### config.mk
export PLATFORM = sky130hd
export DESIGN_NAME = emx_ctrl
export DESIGN_NICKNAME = d
export VERILOG_FILES = /design/src/design/emx_pkg.sv /design/src/design/emx_ctrl.sv
export SDC_FILE = /design/constraint.sdc
export NUM_CORES = 1
export LEC_CHECK = 0
export BUFFER_PORTS_ARGS = -buffer_cell sky130_fd_sc_hd__buf_2
export CORE_MARGIN = 5
export CORE_UTILIZATION = 53
export CTS_CLUSTER_DIAMETER = 60
export DETAILED_ROUTE_END_ITERATION = 10
export HOLD_SLACK_MARGIN = 0.15
export PLACE_DENSITY_LB_ADDON = 0.25
export SETUP_SLACK_MARGIN = 0.02
export SYNTH_ARGS = -nofsm -noshare
export SYNTH_HDL_FRONTEND = slang
export SYNTH_SLANG_ARGS = --single-unit
### constraint.sdc
create_clock -name clk -period 4.2 [get_ports clk]
set_clock_uncertainty 0.2 [all_clocks]
set_input_delay 0.42 -clock clk [delete_from_list [all_inputs] [get_ports clk]]
set_output_delay 0.42 -clock clk [all_outputs]
set_load 0.03 [all_outputs]
### src/design/emx_pkg.sv
package emx_pkg;
  // bus widths
  localparam int ADDR_W = 20;
  localparam int DATA_W = 64;
  localparam int BE_W = 8;
  localparam int NSPACE = 4;
  localparam int APB_AW = 8;

  // primary space control offsets (byte addresses)
  localparam logic [7:0] OFS_CTL1 = 8'h04;
  localparam logic [7:0] OFS_CTL0 = 8'h08;
  localparam logic [7:0] OFS_CTL2 = 8'h10;
  localparam logic [7:0] OFS_CTL3 = 8'h14;
  // secondary space control offsets
  localparam logic [7:0] OFS_SEC1 = 8'h44;
  localparam logic [7:0] OFS_SEC0 = 8'h48;
  localparam logic [7:0] OFS_SEC2 = 8'h50;
  localparam logic [7:0] OFS_SEC3 = 8'h54;
  // access launch and result registers
  localparam logic [7:0] OFS_ADDR = 8'h60;
  localparam logic [7:0] OFS_WDLO = 8'h64;
  localparam logic [7:0] OFS_WDHI = 8'h68;
  localparam logic [7:0] OFS_CMD = 8'h6c;
  localparam logic [7:0] OFS_RDLO = 8'h70;
  localparam logic [7:0] OFS_RDHI = 8'h74;
  localparam logic [7:0] OFS_STAT = 8'h78;

  // primary space control fields
  localparam int WS_POS = 28;
  localparam int WST_POS = 22;
  localparam int WH_POS = 20;
  localparam int RS_POS = 16;
  localparam int RST_POS = 8;
  localparam int SYNC_POS = 4;
  localparam int RH_POS = 0;
  localparam int SETUP_W = 4;
  localparam int STROBE_W = 6;
  localparam int HOLD_W = 2;

  // secondary control fields
  localparam int SRL_POS = 0;
  localparam int SWL_POS = 2;
  localparam int CHIP_ENABLE_EXTEND_POS = 4;
  localparam int RENSEL_POS = 5;
  localparam int SYNC_CLOCK_SELECT_POS = 6;
  localparam int SEC_W = 7;

  // launch address register fields
  localparam int AR_SPACE_POS = 20;
  localparam int AR_BE_POS = 24;
  // command and status bits
  localparam int CMD_GO_POS = 0;
  localparam int CMD_WR_POS = 1;
  localparam int ST_BUSY_POS = 0;
  localparam int ST_DONE_POS = 1;

  // reset values
  localparam logic [31:0] CTL_RST = 32'hffff3f03;
  localparam logic [SEC_W-1:0] SEC_RST = 7'h00;

  // ready window: cycles before programmed strobe end
  localparam logic [5:0] RDY_WINDOW = 6'h02;
  // default half period of divided clock in clk cycles
  localparam int DIV_HALF = 2;

  typedef enum logic [2:0] {
    ST_IDLE = 3'b000,
    ST_ASETUP = 3'b001,
    ST_ASTROBE = 3'b010,
    ST_AHOLD = 3'b011,
    ST_SCMD = 3'b100,
    ST_SLAT = 3'b101,
    ST_SDESEL = 3'b110
  } emx_state_t;
endpackage : emx_pkg

### src/design/emx_ctrl.sv
`timescale 1ns/1ps
module emx_ctrl #(
  parameter int DIV_HALF = emx_pkg::DIV_HALF
) (
  input wire logic clk,
  input wire logic reset,
  input wire logic psel,
  input wire logic penable,
  input wire logic pwrite,
  input wire logic [emx_pkg::APB_AW-1:0] paddr,
  input wire logic [31:0] pwdata,
  output logic [31:0] prdata,
  output logic pready,
  output logic pslverr,
  output logic memClockOutDivided,
  output logic [emx_pkg::NSPACE-1:0] spaceChipEnable_n,
  output logic [emx_pkg::BE_W-1:0] byteLaneEnable_n,
  output logic [emx_pkg::ADDR_W-1:0] extAddressBus,
  input wire logic [emx_pkg::DATA_W-1:0] extDataBusIn,
  output logic [emx_pkg::DATA_W-1:0] extDataBusOut,
  output logic extDataBusOe_n,
  output logic sharedStrobe_n,
  output logic sharedOutputEnable_n,
  output logic sharedWriteEnable_n,
  input wire logic extReadyIn
);
  import emx_pkg::*;

  typedef struct packed {
    emx_state_t st;
    logic [5:0] cnt;
    logic sawLow;
    logic wr;
    logic [1:0] space;
    logic rdyMeta;
    logic rdySync;
    logic [7:0] divCnt;
    logic clkDiv;
    logic [NSPACE-1:0][31:0] ctl;
    logic [NSPACE-1:0][SEC_W-1:0] sec;
    logic [31:0] addr;
    logic [DATA_W-1:0] wdata;
    logic [DATA_W-1:0] rdata;
    logic busy;
    logic done;
    logic [31:0] prdata;
    logic pready;
    logic pslverr;
    logic [NSPACE-1:0] ce_n;
    logic [BE_W-1:0] be_n;
    logic [ADDR_W-1:0] ea;
    logic [DATA_W-1:0] dout;
    logic doe_n;
    logic strobe_n;
    logic oe_n;
    logic we_n;
  } emx_regs_t;

  emx_regs_t s_r;
  emx_regs_t s_nxt;

  logic [31:0] curCtl;
  logic [SEC_W-1:0] curSec;
  logic step;
  logic inWindow;
  logic [5:0] ldSetup;
  logic [5:0] ldStrobe;
  logic [5:0] ldHold;
  logic [1:0] latency;
  logic [1:0] apbSpace;
  logic apbIsCtl;
  logic apbIsSec;
  logic apbHit;

  // configuration of the space in flight
  always_comb begin
    curCtl = s_r.ctl[s_r.space];
    curSec = s_r.sec[s_r.space];
  end

  // phase lengths from the active space, zero counts as one
  always_comb begin
    if (s_r.wr) begin
      ldSetup = {2'b00, curCtl[WS_POS +: SETUP_W]};
      ldStrobe = curCtl[WST_POS +: STROBE_W];
      ldHold = {4'h0, curCtl[WH_POS +: HOLD_W]};
      latency = curSec[SWL_POS +: 2];
    end else begin
      ldSetup = {2'b00, curCtl[RS_POS +: SETUP_W]};
      ldStrobe = curCtl[RST_POS +: STROBE_W];
      ldHold = {4'h0, curCtl[RH_POS +: HOLD_W]};
      latency = curSec[SRL_POS +: 2];
    end
    if (ldSetup == 6'h00) begin
      ldSetup = 6'h01;
    end
    if (ldStrobe == 6'h00) begin
      ldStrobe = 6'h01;
    end
  end

  // step marks the edge where the selected memory clock rises
  // full or divided clock
  always_comb begin
    if (curSec[SYNC_CLOCK_SELECT_POS]) begin
      step = (s_r.divCnt == 8'(DIV_HALF - 1)) && !s_r.clkDiv;
    end else begin
      step = 1'b1;
    end
    inWindow = (s_r.cnt <= RDY_WINDOW);
  end

  // decode of space registers on the apb address
  always_comb begin
    apbSpace = 2'd0;
    apbIsCtl = 1'b0;
    apbIsSec = 1'b0;
    case (paddr)
      OFS_CTL0: begin
        apbIsCtl = 1'b1;
      end
      OFS_CTL1: begin
        apbIsCtl = 1'b1;
        apbSpace = 2'd1;
      end
      OFS_CTL2: begin
        apbIsCtl = 1'b1;
        apbSpace = 2'd2;
      end
      OFS_CTL3: begin
        apbIsCtl = 1'b1;
        apbSpace = 2'd3;
      end
      OFS_SEC0: begin
        apbIsSec = 1'b1;
      end
      OFS_SEC1: begin
        apbIsSec = 1'b1;
        apbSpace = 2'd1;
      end
      OFS_SEC2: begin
        apbIsSec = 1'b1;
        apbSpace = 2'd2;
      end
      OFS_SEC3: begin
        apbIsSec = 1'b1;
        apbSpace = 2'd3;
      end
      default: begin
        apbSpace = 2'd0;
      end
    endcase
    apbHit = apbIsCtl || apbIsSec || (paddr == OFS_ADDR) || (paddr == OFS_WDLO)
      || (paddr == OFS_WDHI) || (paddr == OFS_CMD) || (paddr == OFS_RDLO)
      || (paddr == OFS_RDHI) || (paddr == OFS_STAT);
  end

  // next state of the whole block
  always_comb begin
    s_nxt = s_r;
    s_nxt.rdyMeta = extReadyIn;
    s_nxt.rdySync = s_r.rdyMeta;
    // free-running divided clock
    if (s_r.divCnt == 8'(DIV_HALF - 1)) begin
      s_nxt.divCnt = 8'h00;
      s_nxt.clkDiv = !s_r.clkDiv;
    end else begin
      s_nxt.divCnt = s_r.divCnt + 8'h01;
    end

    // access sequencer
    case (s_r.st)
      ST_IDLE: begin
        s_nxt.sawLow = 1'b0;
      end
      ST_ASETUP: begin
        if (s_r.cnt == 6'h00) begin
          // setup length loaded once the new space is latched
          s_nxt.cnt = ldSetup;
        end else if (s_r.cnt <= 6'h01) begin
          s_nxt.st = ST_ASTROBE;
          s_nxt.cnt = ldStrobe;
          s_nxt.strobe_n = s_r.wr;
          s_nxt.we_n = !s_r.wr;
        end else begin
          s_nxt.cnt = s_r.cnt - 6'h01;
        end
      end
      ST_ASTROBE: begin
        if (inWindow && !s_r.rdySync) begin
          s_nxt.cnt = RDY_WINDOW;
          s_nxt.sawLow = 1'b1;
        end else if (s_r.cnt <= 6'h01) begin
          // capture read data at strobe rise
          if (!s_r.wr) begin
            s_nxt.rdata = extDataBusIn;
          end
          s_nxt.strobe_n = 1'b1;
          s_nxt.we_n = 1'b1;
          s_nxt.cnt = ldHold;
          s_nxt.st = ST_AHOLD;
        end else begin
          // two cycles from first high sample
          s_nxt.cnt = s_r.cnt - 6'h01;
        end
      end
      ST_AHOLD: begin
        if (s_r.cnt <= 6'h01) begin
          s_nxt.st = ST_IDLE;
        end else begin
          s_nxt.cnt = s_r.cnt - 6'h01;
        end
      end
      // command issued on selected clock rise
      ST_SCMD: begin
        if (step) begin
          s_nxt.ce_n[s_r.space] = 1'b0;
          s_nxt.be_n = ~s_r.addr[AR_BE_POS +: BE_W];
          s_nxt.ea = s_r.addr[ADDR_W-1:0];
          // strobe, oe and we as sync pins
          s_nxt.strobe_n = 1'b0;
          s_nxt.oe_n = s_r.wr;
          s_nxt.we_n = !s_r.wr;
          // zero write latency drives data now
          if (s_r.wr && latency == 2'd0) begin
            s_nxt.dout = s_r.wdata;
            s_nxt.doe_n = 1'b0;
          end
          s_nxt.cnt = {4'h0, latency};
          s_nxt.st = ST_SLAT;
        end
      end
      ST_SLAT: begin
        if (step) begin
          s_nxt.strobe_n = 1'b1;
          s_nxt.we_n = 1'b1;
          if (!(curSec[CHIP_ENABLE_EXTEND_POS] && !s_r.wr)) begin
            s_nxt.ce_n = '1;
          end
          if (s_r.cnt == 6'h00) begin
            if (!s_r.wr) begin
              s_nxt.rdata = extDataBusIn;
            end
            s_nxt.oe_n = 1'b1;
            s_nxt.ce_n = '1;
            s_nxt.doe_n = 1'b1;
            if (curSec[RENSEL_POS]) begin
              s_nxt.st = ST_IDLE;
            end else begin
              s_nxt.st = ST_SDESEL;
              s_nxt.strobe_n = 1'b0;
            end
          end else begin
            s_nxt.cnt = s_r.cnt - 6'h01;
            if (s_r.wr && s_r.cnt == 6'h01) begin
              s_nxt.dout = s_r.wdata;
              s_nxt.doe_n = 1'b0;
            end
          end
        end
      end
      ST_SDESEL: begin
        if (step) begin
          s_nxt.strobe_n = 1'b1;
          s_nxt.st = ST_IDLE;
        end
      end
      default: begin
        s_nxt.st = ST_IDLE;
      end
    endcase

    // release the bus when any access ends
    if (s_r.st != ST_IDLE && s_nxt.st == ST_IDLE) begin
      s_nxt.ce_n = '1;
      s_nxt.be_n = '1;
      s_nxt.oe_n = 1'b1;
      s_nxt.doe_n = 1'b1;
      s_nxt.strobe_n = 1'b1;
      s_nxt.we_n = 1'b1;
      s_nxt.busy = 1'b0;
    end

    // apb setup phase: answer ready in the access phase
    s_nxt.pready = 1'b0;
    s_nxt.pslverr = 1'b0;
    if (psel && !penable && !s_r.pready) begin
      s_nxt.pready = 1'b1;
      s_nxt.pslverr = !apbHit;
      s_nxt.prdata = 32'h0000_0000;
      if (apbIsCtl) begin
        s_nxt.prdata = s_r.ctl[apbSpace];
      end else if (apbIsSec) begin
        s_nxt.prdata = {25'h0, s_r.sec[apbSpace]};
      end else begin
        case (paddr)
          OFS_ADDR: s_nxt.prdata = s_r.addr;
          OFS_WDLO: s_nxt.prdata = s_r.wdata[31:0];
          OFS_WDHI: s_nxt.prdata = s_r.wdata[63:32];
          OFS_RDLO: s_nxt.prdata = s_r.rdata[31:0];
          OFS_RDHI: s_nxt.prdata = s_r.rdata[63:32];
          OFS_STAT: s_nxt.prdata = {30'h0, s_r.done, s_r.busy};
          default: s_nxt.prdata = 32'h0000_0000;
        endcase
      end
    end

    // apb write takes effect at the edge that ends the access phase
    if (psel && penable && pwrite && s_r.pready && apbHit) begin
      if (apbIsCtl) begin
        s_nxt.ctl[apbSpace] = pwdata;
      end else if (apbIsSec) begin
        s_nxt.sec[apbSpace] = pwdata[SEC_W-1:0];
      end else begin
        case (paddr)
          OFS_ADDR: s_nxt.addr = pwdata;
          OFS_WDLO: s_nxt.wdata[31:0] = pwdata;
          OFS_WDHI: s_nxt.wdata[63:32] = pwdata;
          OFS_STAT: begin
            if (pwdata[ST_DONE_POS]) begin
              s_nxt.done = 1'b0;
            end
          end
          OFS_CMD: begin
            if (pwdata[CMD_GO_POS] && !s_r.busy) begin
              s_nxt.busy = 1'b1;
              s_nxt.wr = pwdata[CMD_WR_POS];
              s_nxt.space = s_r.addr[AR_SPACE_POS +: 2];
              s_nxt.sawLow = 1'b0;
              if (s_r.ctl[s_r.addr[AR_SPACE_POS +: 2]][SYNC_POS]) begin
                s_nxt.st = ST_SCMD;
              end else begin
                s_nxt.st = ST_ASETUP;
                s_nxt.cnt = 6'h00;
                s_nxt.ce_n = '1;
                s_nxt.ce_n[s_r.addr[AR_SPACE_POS +: 2]] = 1'b0;
                s_nxt.be_n = ~s_r.addr[AR_BE_POS +: BE_W];
                s_nxt.ea = s_r.addr[ADDR_W-1:0];
                s_nxt.oe_n = pwdata[CMD_WR_POS];
                s_nxt.dout = s_r.wdata;
                s_nxt.doe_n = !pwdata[CMD_WR_POS];
              end
            end
          end
          default: begin
            s_nxt.done = s_r.done;
          end
        endcase
      end
    end

    // finishing access sets done; set wins over clear
    if (s_r.st != ST_IDLE && s_nxt.st == ST_IDLE) begin
      s_nxt.done = 1'b1;
    end
  end

  // state register
  always_ff @(posedge clk) begin
    if (reset) begin
      s_r <= '0;
      s_r.st <= ST_IDLE;
      for (int i = 0; i < NSPACE; i++) begin
        s_r.ctl[i] <= CTL_RST;
        s_r.sec[i] <= SEC_RST;
      end
      s_r.ce_n <= '1;
      s_r.be_n <= '1;
      s_r.doe_n <= 1'b1;
      s_r.strobe_n <= 1'b1;
      s_r.oe_n <= 1'b1;
      s_r.we_n <= 1'b1;
    end else begin
      s_r <= s_nxt;
    end
  end

  // outputs straight from the state flops
  assign prdata = s_r.prdata;
  assign pready = s_r.pready;
  assign pslverr = s_r.pslverr;
  assign memClockOutDivided = s_r.clkDiv;
  assign spaceChipEnable_n = s_r.ce_n;
  assign byteLaneEnable_n = s_r.be_n;
  assign extAddressBus = s_r.ea;
  assign extDataBusOut = s_r.dout;
  assign extDataBusOe_n = s_r.doe_n;
  assign sharedStrobe_n = s_r.strobe_n;
  assign sharedOutputEnable_n = s_r.oe_n;
  assign sharedWriteEnable_n = s_r.we_n;
endmodule : emx_ctrl

Word level (Yosys, flattened, before mapping):

Cells that the tools add are included.

* bits of input ports: 110
* output and inout port bits: 135
* word-level logic and storage cells: 266
* register bits: 476

* bitwise logic cells: 7
* equality and inequality tests: 33
* $add $sub $neg: 2
* multiplexer cells: 117
* reductions and logical operators: 65
* order comparisons: 8

Operator list (count)
* 97-bit two-way mux: 6
* 64-bit two-way mux: 6
* 65-bit two-way mux: 5
* 32-bit binary-select mux with 2-bit select: 3
* 32-bit case mux with 6 select lines: 1
* 32-bit two-way mux: 5
* 65-bit case mux with 2 select lines: 1
* 128-bit bitwise mux: 1
* 64-bit case mux with 2 select lines: 1
* 100-bit two-way mux: 1
* 8-bit by 7-bit == test with 1-bit output, second input constant: 11
* 68-bit two-way mux: 1
* 13-bit two-way mux: 5
* 32-bit demux with 2-bit select: 1
* 6-bit two-way mux: 10
* 6-bit case mux with 5 select lines: 1
* 7-bit binary-select mux with 2-bit select: 2
* 28-bit bitwise mux: 1
* 28-bit two-way mux: 1
* 1-bit two-way mux: 27
* 3-bit two-way mux: 9
* 7-bit two-way mux: 3
* 3-bit case mux with 7 select lines: 1
* 4-bit two-way mux: 5
* other kinds (49): 124

Logic depth before layout (Yosys ltp):

* word-level depth: 18
* depth in mapped cells: 11
* gate-level depth less buffers: 8

Worst setup path after synthesis:

No wires, ideal clock.

* path kind: register to register
* start: register s_r[453] (netlist bit)
* end: register s_r (netlist bit extDataBusOut[10])
* period minus slack after synthesis: 2.679 ns
* setup slack: 1.521 ns
* library setup time: 0.117 ns
* data required time: 3.883 ns
* arrival time: 2.362 ns
* path buffers: 3
* stages on the path, launching flop included: 11
* path through: dfxtp_1 > ha_1 > or4b_1 > clkbuf_2 > o31ai_4 > and2_1 > a21boi_1 > and2_1 > buf_6 > buf_6 > a22o_1

* longest elaborated chain between the ends: 11
* elaborated cells between the ends (all ways): 12
* classes of those cells: eq/ne: 1; mux: 10; reduce/logical: 1

RTL lines
* from (decl): RTL line emx_ctrl.sv:59 `emx_regs_t s_r;`
* from (signal assigned): RTL line emx_ctrl.sv:374 `s_r <= s_nxt;`
* 8-bit by 1-bit == test with 1-bit output (*): RTL line emx_ctrl.sv:106 `step = (s_r.divCnt == 8'(DIV_HALF - 1)) && !s_r.clkDiv;`
* 1-bit logical AND (*): RTL line emx_ctrl.sv:106
* 1-bit two-way mux (*): RTL line emx_ctrl.sv:105 `if (curSec[SYNC_CLOCK_SELECT_POS]) begin`
* 68-bit two-way mux / 100-bit two-way mux (equally long branches): RTL line emx_ctrl.sv:234, emx_ctrl.sv:216
* 65-bit case mux with 2 select lines (*): RTL line emx_ctrl.sv:172 `case (s_r.st)`
* 97-bit two-way mux: RTL line emx_ctrl.sv:330 `if (s_r.ctl[s_r.addr[AR_SPACE_POS +: 2]][SYNC_POS]) begin`
* 97-bit two-way mux: RTL line emx_ctrl.sv:325 `if (pwdata[CMD_GO_POS] && !s_r.busy) begin`
* 97-bit two-way mux: RTL line emx_ctrl.sv:315 `case (paddr)`
* 97-bit two-way mux: RTL line emx_ctrl.sv:312 `end else if (apbIsSec) begin`
* 97-bit two-way mux: RTL line emx_ctrl.sv:310 `if (apbIsCtl) begin`
* 97-bit two-way mux (*): RTL line emx_ctrl.sv:309 `if (psel && penable && pwrite && s_r.pready && apbHit) begin`

Mark *: on every way between the ends. The rest lies on a longest branch, timed or not. The select of a mux whose other input is x is not followed.
A chain may end at the register's enable or synchronous reset.

Final worst setup path:

* start: register s_r[453] (netlist bit)
* end: register s_r (netlist bit byteLaneEnable_n[3])

* longest elaborated chain between the ends: 14
* elaborated cells between the ends (all ways): 18
* classes of those cells: eq/ne: 1; mux: 14; reduce/logical: 3

RTL lines
* 8-bit by 1-bit == test with 1-bit output (*): RTL line emx_ctrl.sv:106
* 1-bit logical AND (*): RTL line emx_ctrl.sv:106
* 1-bit two-way mux (*): RTL line emx_ctrl.sv:105
* 3-bit two-way mux, or another cell as far along: RTL line emx_ctrl.sv:263 `if (step) begin`
* 3-bit case mux with 7 select lines: RTL line emx_ctrl.sv:172
* 3-bit zero test: RTL line emx_ctrl.sv:274 `if (s_r.st != ST_IDLE && s_nxt.st == ST_IDLE) begin`
* 1-bit logical AND: RTL line emx_ctrl.sv:274
* 12-bit two-way mux (*): RTL line emx_ctrl.sv:274
* 97-bit two-way mux: RTL line emx_ctrl.sv:330
* 97-bit two-way mux: RTL line emx_ctrl.sv:325
* 97-bit two-way mux: RTL line emx_ctrl.sv:315
* 97-bit two-way mux: RTL line emx_ctrl.sv:312
* 97-bit two-way mux: RTL line emx_ctrl.sv:310
* 97-bit two-way mux (*): RTL line emx_ctrl.sv:309

Marks and branches as above.

==> impl_metrics.yaml <==
die:
  fp.dieH_um: 212
  dieArea_um2: 44900
  die_x_um: 212
  initial_utilization_pct: 53.3
  pin_count: 245
  rows: 74
  coreArea_um2: 40600
worst_setup_path:
  arrival_ns: 3.57
  worstSetupEndpointType: "register"
  critPathMaxFanout: 9
  cp-start-kind: "register"
  worstPathRequired_ns: 4.43
  crit_type: "reg2reg"
outcome:
  status: "complete, no violations"
placement:
  hpwl_um: 48400
  dp.cells: 3054
  place.gp.congestion: 0.906
  place_ws_ns: 0.904
  port_buffers: 244
clock_tree:
  cts_tree: "built"
  cts_buffer_depth: 3
  postCtsSetupBuffers: 0
  clockRootBuffer: "clkbuf_16"
  clkSinkCount: 475
  numCtsBuffers: 50
  clk_pin_slew_ns: 0.06
  cts_resized: 0
  holdBufCountCts: 104
  clock_latency_ns: 0.60
  h-tree-depth: 2
finish:
  final_nets: 2794
  drive_above_1_share_pct: 16.9
  final_cell_mix: "nand2_1, dfxtp_1, buf_2"
  fin_cells: 3248
  layout_commonest_cell: "nand2_1"
  fill_cells: 3434
  area_growth_pct: 15.0
detailed_routing:
  ant_nets: 0
  drt-vias-per-instance: 6.10
  drc: 0
  wire_per_inst_um: 22.6
  wirelength_um: 73300
  dr.pass1.iters: 8
  drtIter0Drc: 2603
  via_count: 19800
sta:
  setup_viol: 0
  relSlewSlack_pct: 23.0
  tightest_slew_ns: 1.15
  period_share_pct: 79.4
  finalCriticalPeriod_ns: 3.34
  rsz0062_at_grt: "no"
  setup_tns_ns: 0
  drv_slew: 0
  max_freq_ghz: 0.300
  finalHoldViolCount: 0
  setup_slack_ns: 0.863
job:
  cap_violations: 0
power_and_ir_drop:
  power_mw: 9.51
  ir_worst_vdd_uv: 290
  p_per_area_nw_per_um2: 383
  p_leak_nw: 10.1
grt:
  grt_start_max_net_pins: 231
  grt_pass1_vias: 18900
  antenna_found_initial: 2
  grt_pass1_wl_um: 112000
  overflow: 0
  grt_usage_pct: 31.4
logic_synthesis:
  yosysSeqAreaShare_pct: 44.0
  ys_warn_count: 0
  synth_flop_cell: "dfxtp_1"
  postSynthCellCount: 2557
  syn-cell-area_um2: 21600
  syn_avg_cell_area_um2: 8.45
  ys_ff_latch: 475
  syn-num-nets: 2673
  ys_types: 77
  synthArstFlopShare_pct: 0
  synth-edff-count: 0
worst_hold_path:
  hp-class: "reg2reg"
through the flow:
step	hold slack (ns)	cell area, um2	utilization, %
2_1_floorplan	0.214	21600	-
3_3_place_gp	0.230	22200	54.6
4_1_cts	0.226	24800	61.3
6_report	0.249	24900	61.3
5_1_grt	0.260	24900	61.3
3_5_place_dp	0.242	22200	54.6
sequential cells by signal, indices dropped and copies added (netlist names):
signal and cells:
s_r 339, extDataBusOut 64, prdata 32, extAddressBus 20, byteLaneEnable_n 8, spaceChipEnable_n 4
extDataBusOe_n 1, memClockOutDivided 1, pready 1, pslverr 1, s_nxt 1, sharedOutputEnable_n 1
sharedStrobe_n 1, sharedWriteEnable_n 1
final timing paths:
path	startpoint	endpoint	depth (start not counted)	slack, ns
setup / recovery	s_r[453]$_SDFF_PP0_	byteLaneEnable_n[3]$_SDFF_PP1_	7	0.86
hold reg to reg	s_nxt[461]$_SDFF_PP0_	s_r[461]$_SDFF_PP0_	1	0.25
hold / removal	s_nxt[461]$_SDFF_PP0_	s_r[461]$_SDFF_PP0_	1	0.25
setup reg to reg	s_r[453]$_SDFF_PP0_	byteLaneEnable_n[3]$_SDFF_PP1_	7	0.86
layout make-up:
type	count	area (um2)	share of cell area, %
repair buffers	404	2770	11.1
clock inverters	19	219	0.881
flip-flops and latches	475	9510	38.3
well taps	532	666	2.68
inverters	16	61.3	0.247
clock buffers	70	1430	5.74
multi-input cells	1731	10200	41.0
diodes	1	2.50	0.0101
logic make-up (layout without fill, tap and decap cells):
group	after synthesis	count (layout)	share of synthesized area [%]
AO/OA/AOI/OAI	601	601	18.1
XOR/XNOR	8	8	0.324
adder cells (fa/ha/maj)	7	7	0.394
buffers and inverters	351	509	8.92
flip-flops	475	475	44.0
multiplexers	167	167	9.63
other	0	1	0
AND/OR/NAND/NOR	948	948	18.6
cells in the mapped netlist, types with 7 or more instances:
cell type / instances / area share (%)
a41oi_1: 7 / 0.28
and3_1: 12 / 0.35
mux2_2: 27 / 1.4
a31oi_1: 34 / 0.98
o211ai_1: 12 / 0.42
and2_1: 10 / 0.29
nor3_1: 16 / 0.37
clkbuf_1: 135 / 2.3
nand2_1: 611 / 11
buf_2: 54 / 1.3
nand3_1: 94 / 2.2
xor2_1: 7 / 0.28
a22o_1: 70 / 2.8
a22oi_1: 41 / 1.4
o21ai_1: 13 / 0.30
mux4_2: 30 / 3.1
a221oi_1: 29 / 1.2
dfxtp_1: 475 / 44
nor2b_1: 9 / 0.26
nor2_1: 144 / 2.5
mux2i_1: 110 / 5.1
o21ai_0: 98 / 2.3
buf_4: 128 / 4.4
nor3b_1: 8 / 0.28
a32o_1: 26 / 1.2
inv_1: 15 / 0.26
buf_6: 8 / 0.42
buf_1: 9 / 0.16
a21oi_1: 220 / 5.1
nand4_1: 9 / 0.26
power by group:
group	internal, mW	switching (mW)
logic	0.172	0.317
registers	4.53	0.0236
clock network	2.61	1.86
total	7.32	2.20
critical path: stages, from the launching register on:
cell	delay [ns]
dfxtp_1	0.41
ha_1	0.19
or4b_1	0.56
o31ai_4	0.49
mux2i_1	0.38
nor4b_4	0.09
a21oi_1	0.66
o211ai_1	0.20
per-layer routing:
layer | vias up | global-route usage [%] | part of all wire (%)
li1 | 9061 | - | -
met2 | 1033 | 51.0 | 47
met5 | - | 0 | 0
met4 | 0 | 11.8 | 4.0
met1 | 9537 | 41.9 | 40
met3 | 170 | 5.88 | 8.3
Power figures use the tool's default switching activity.
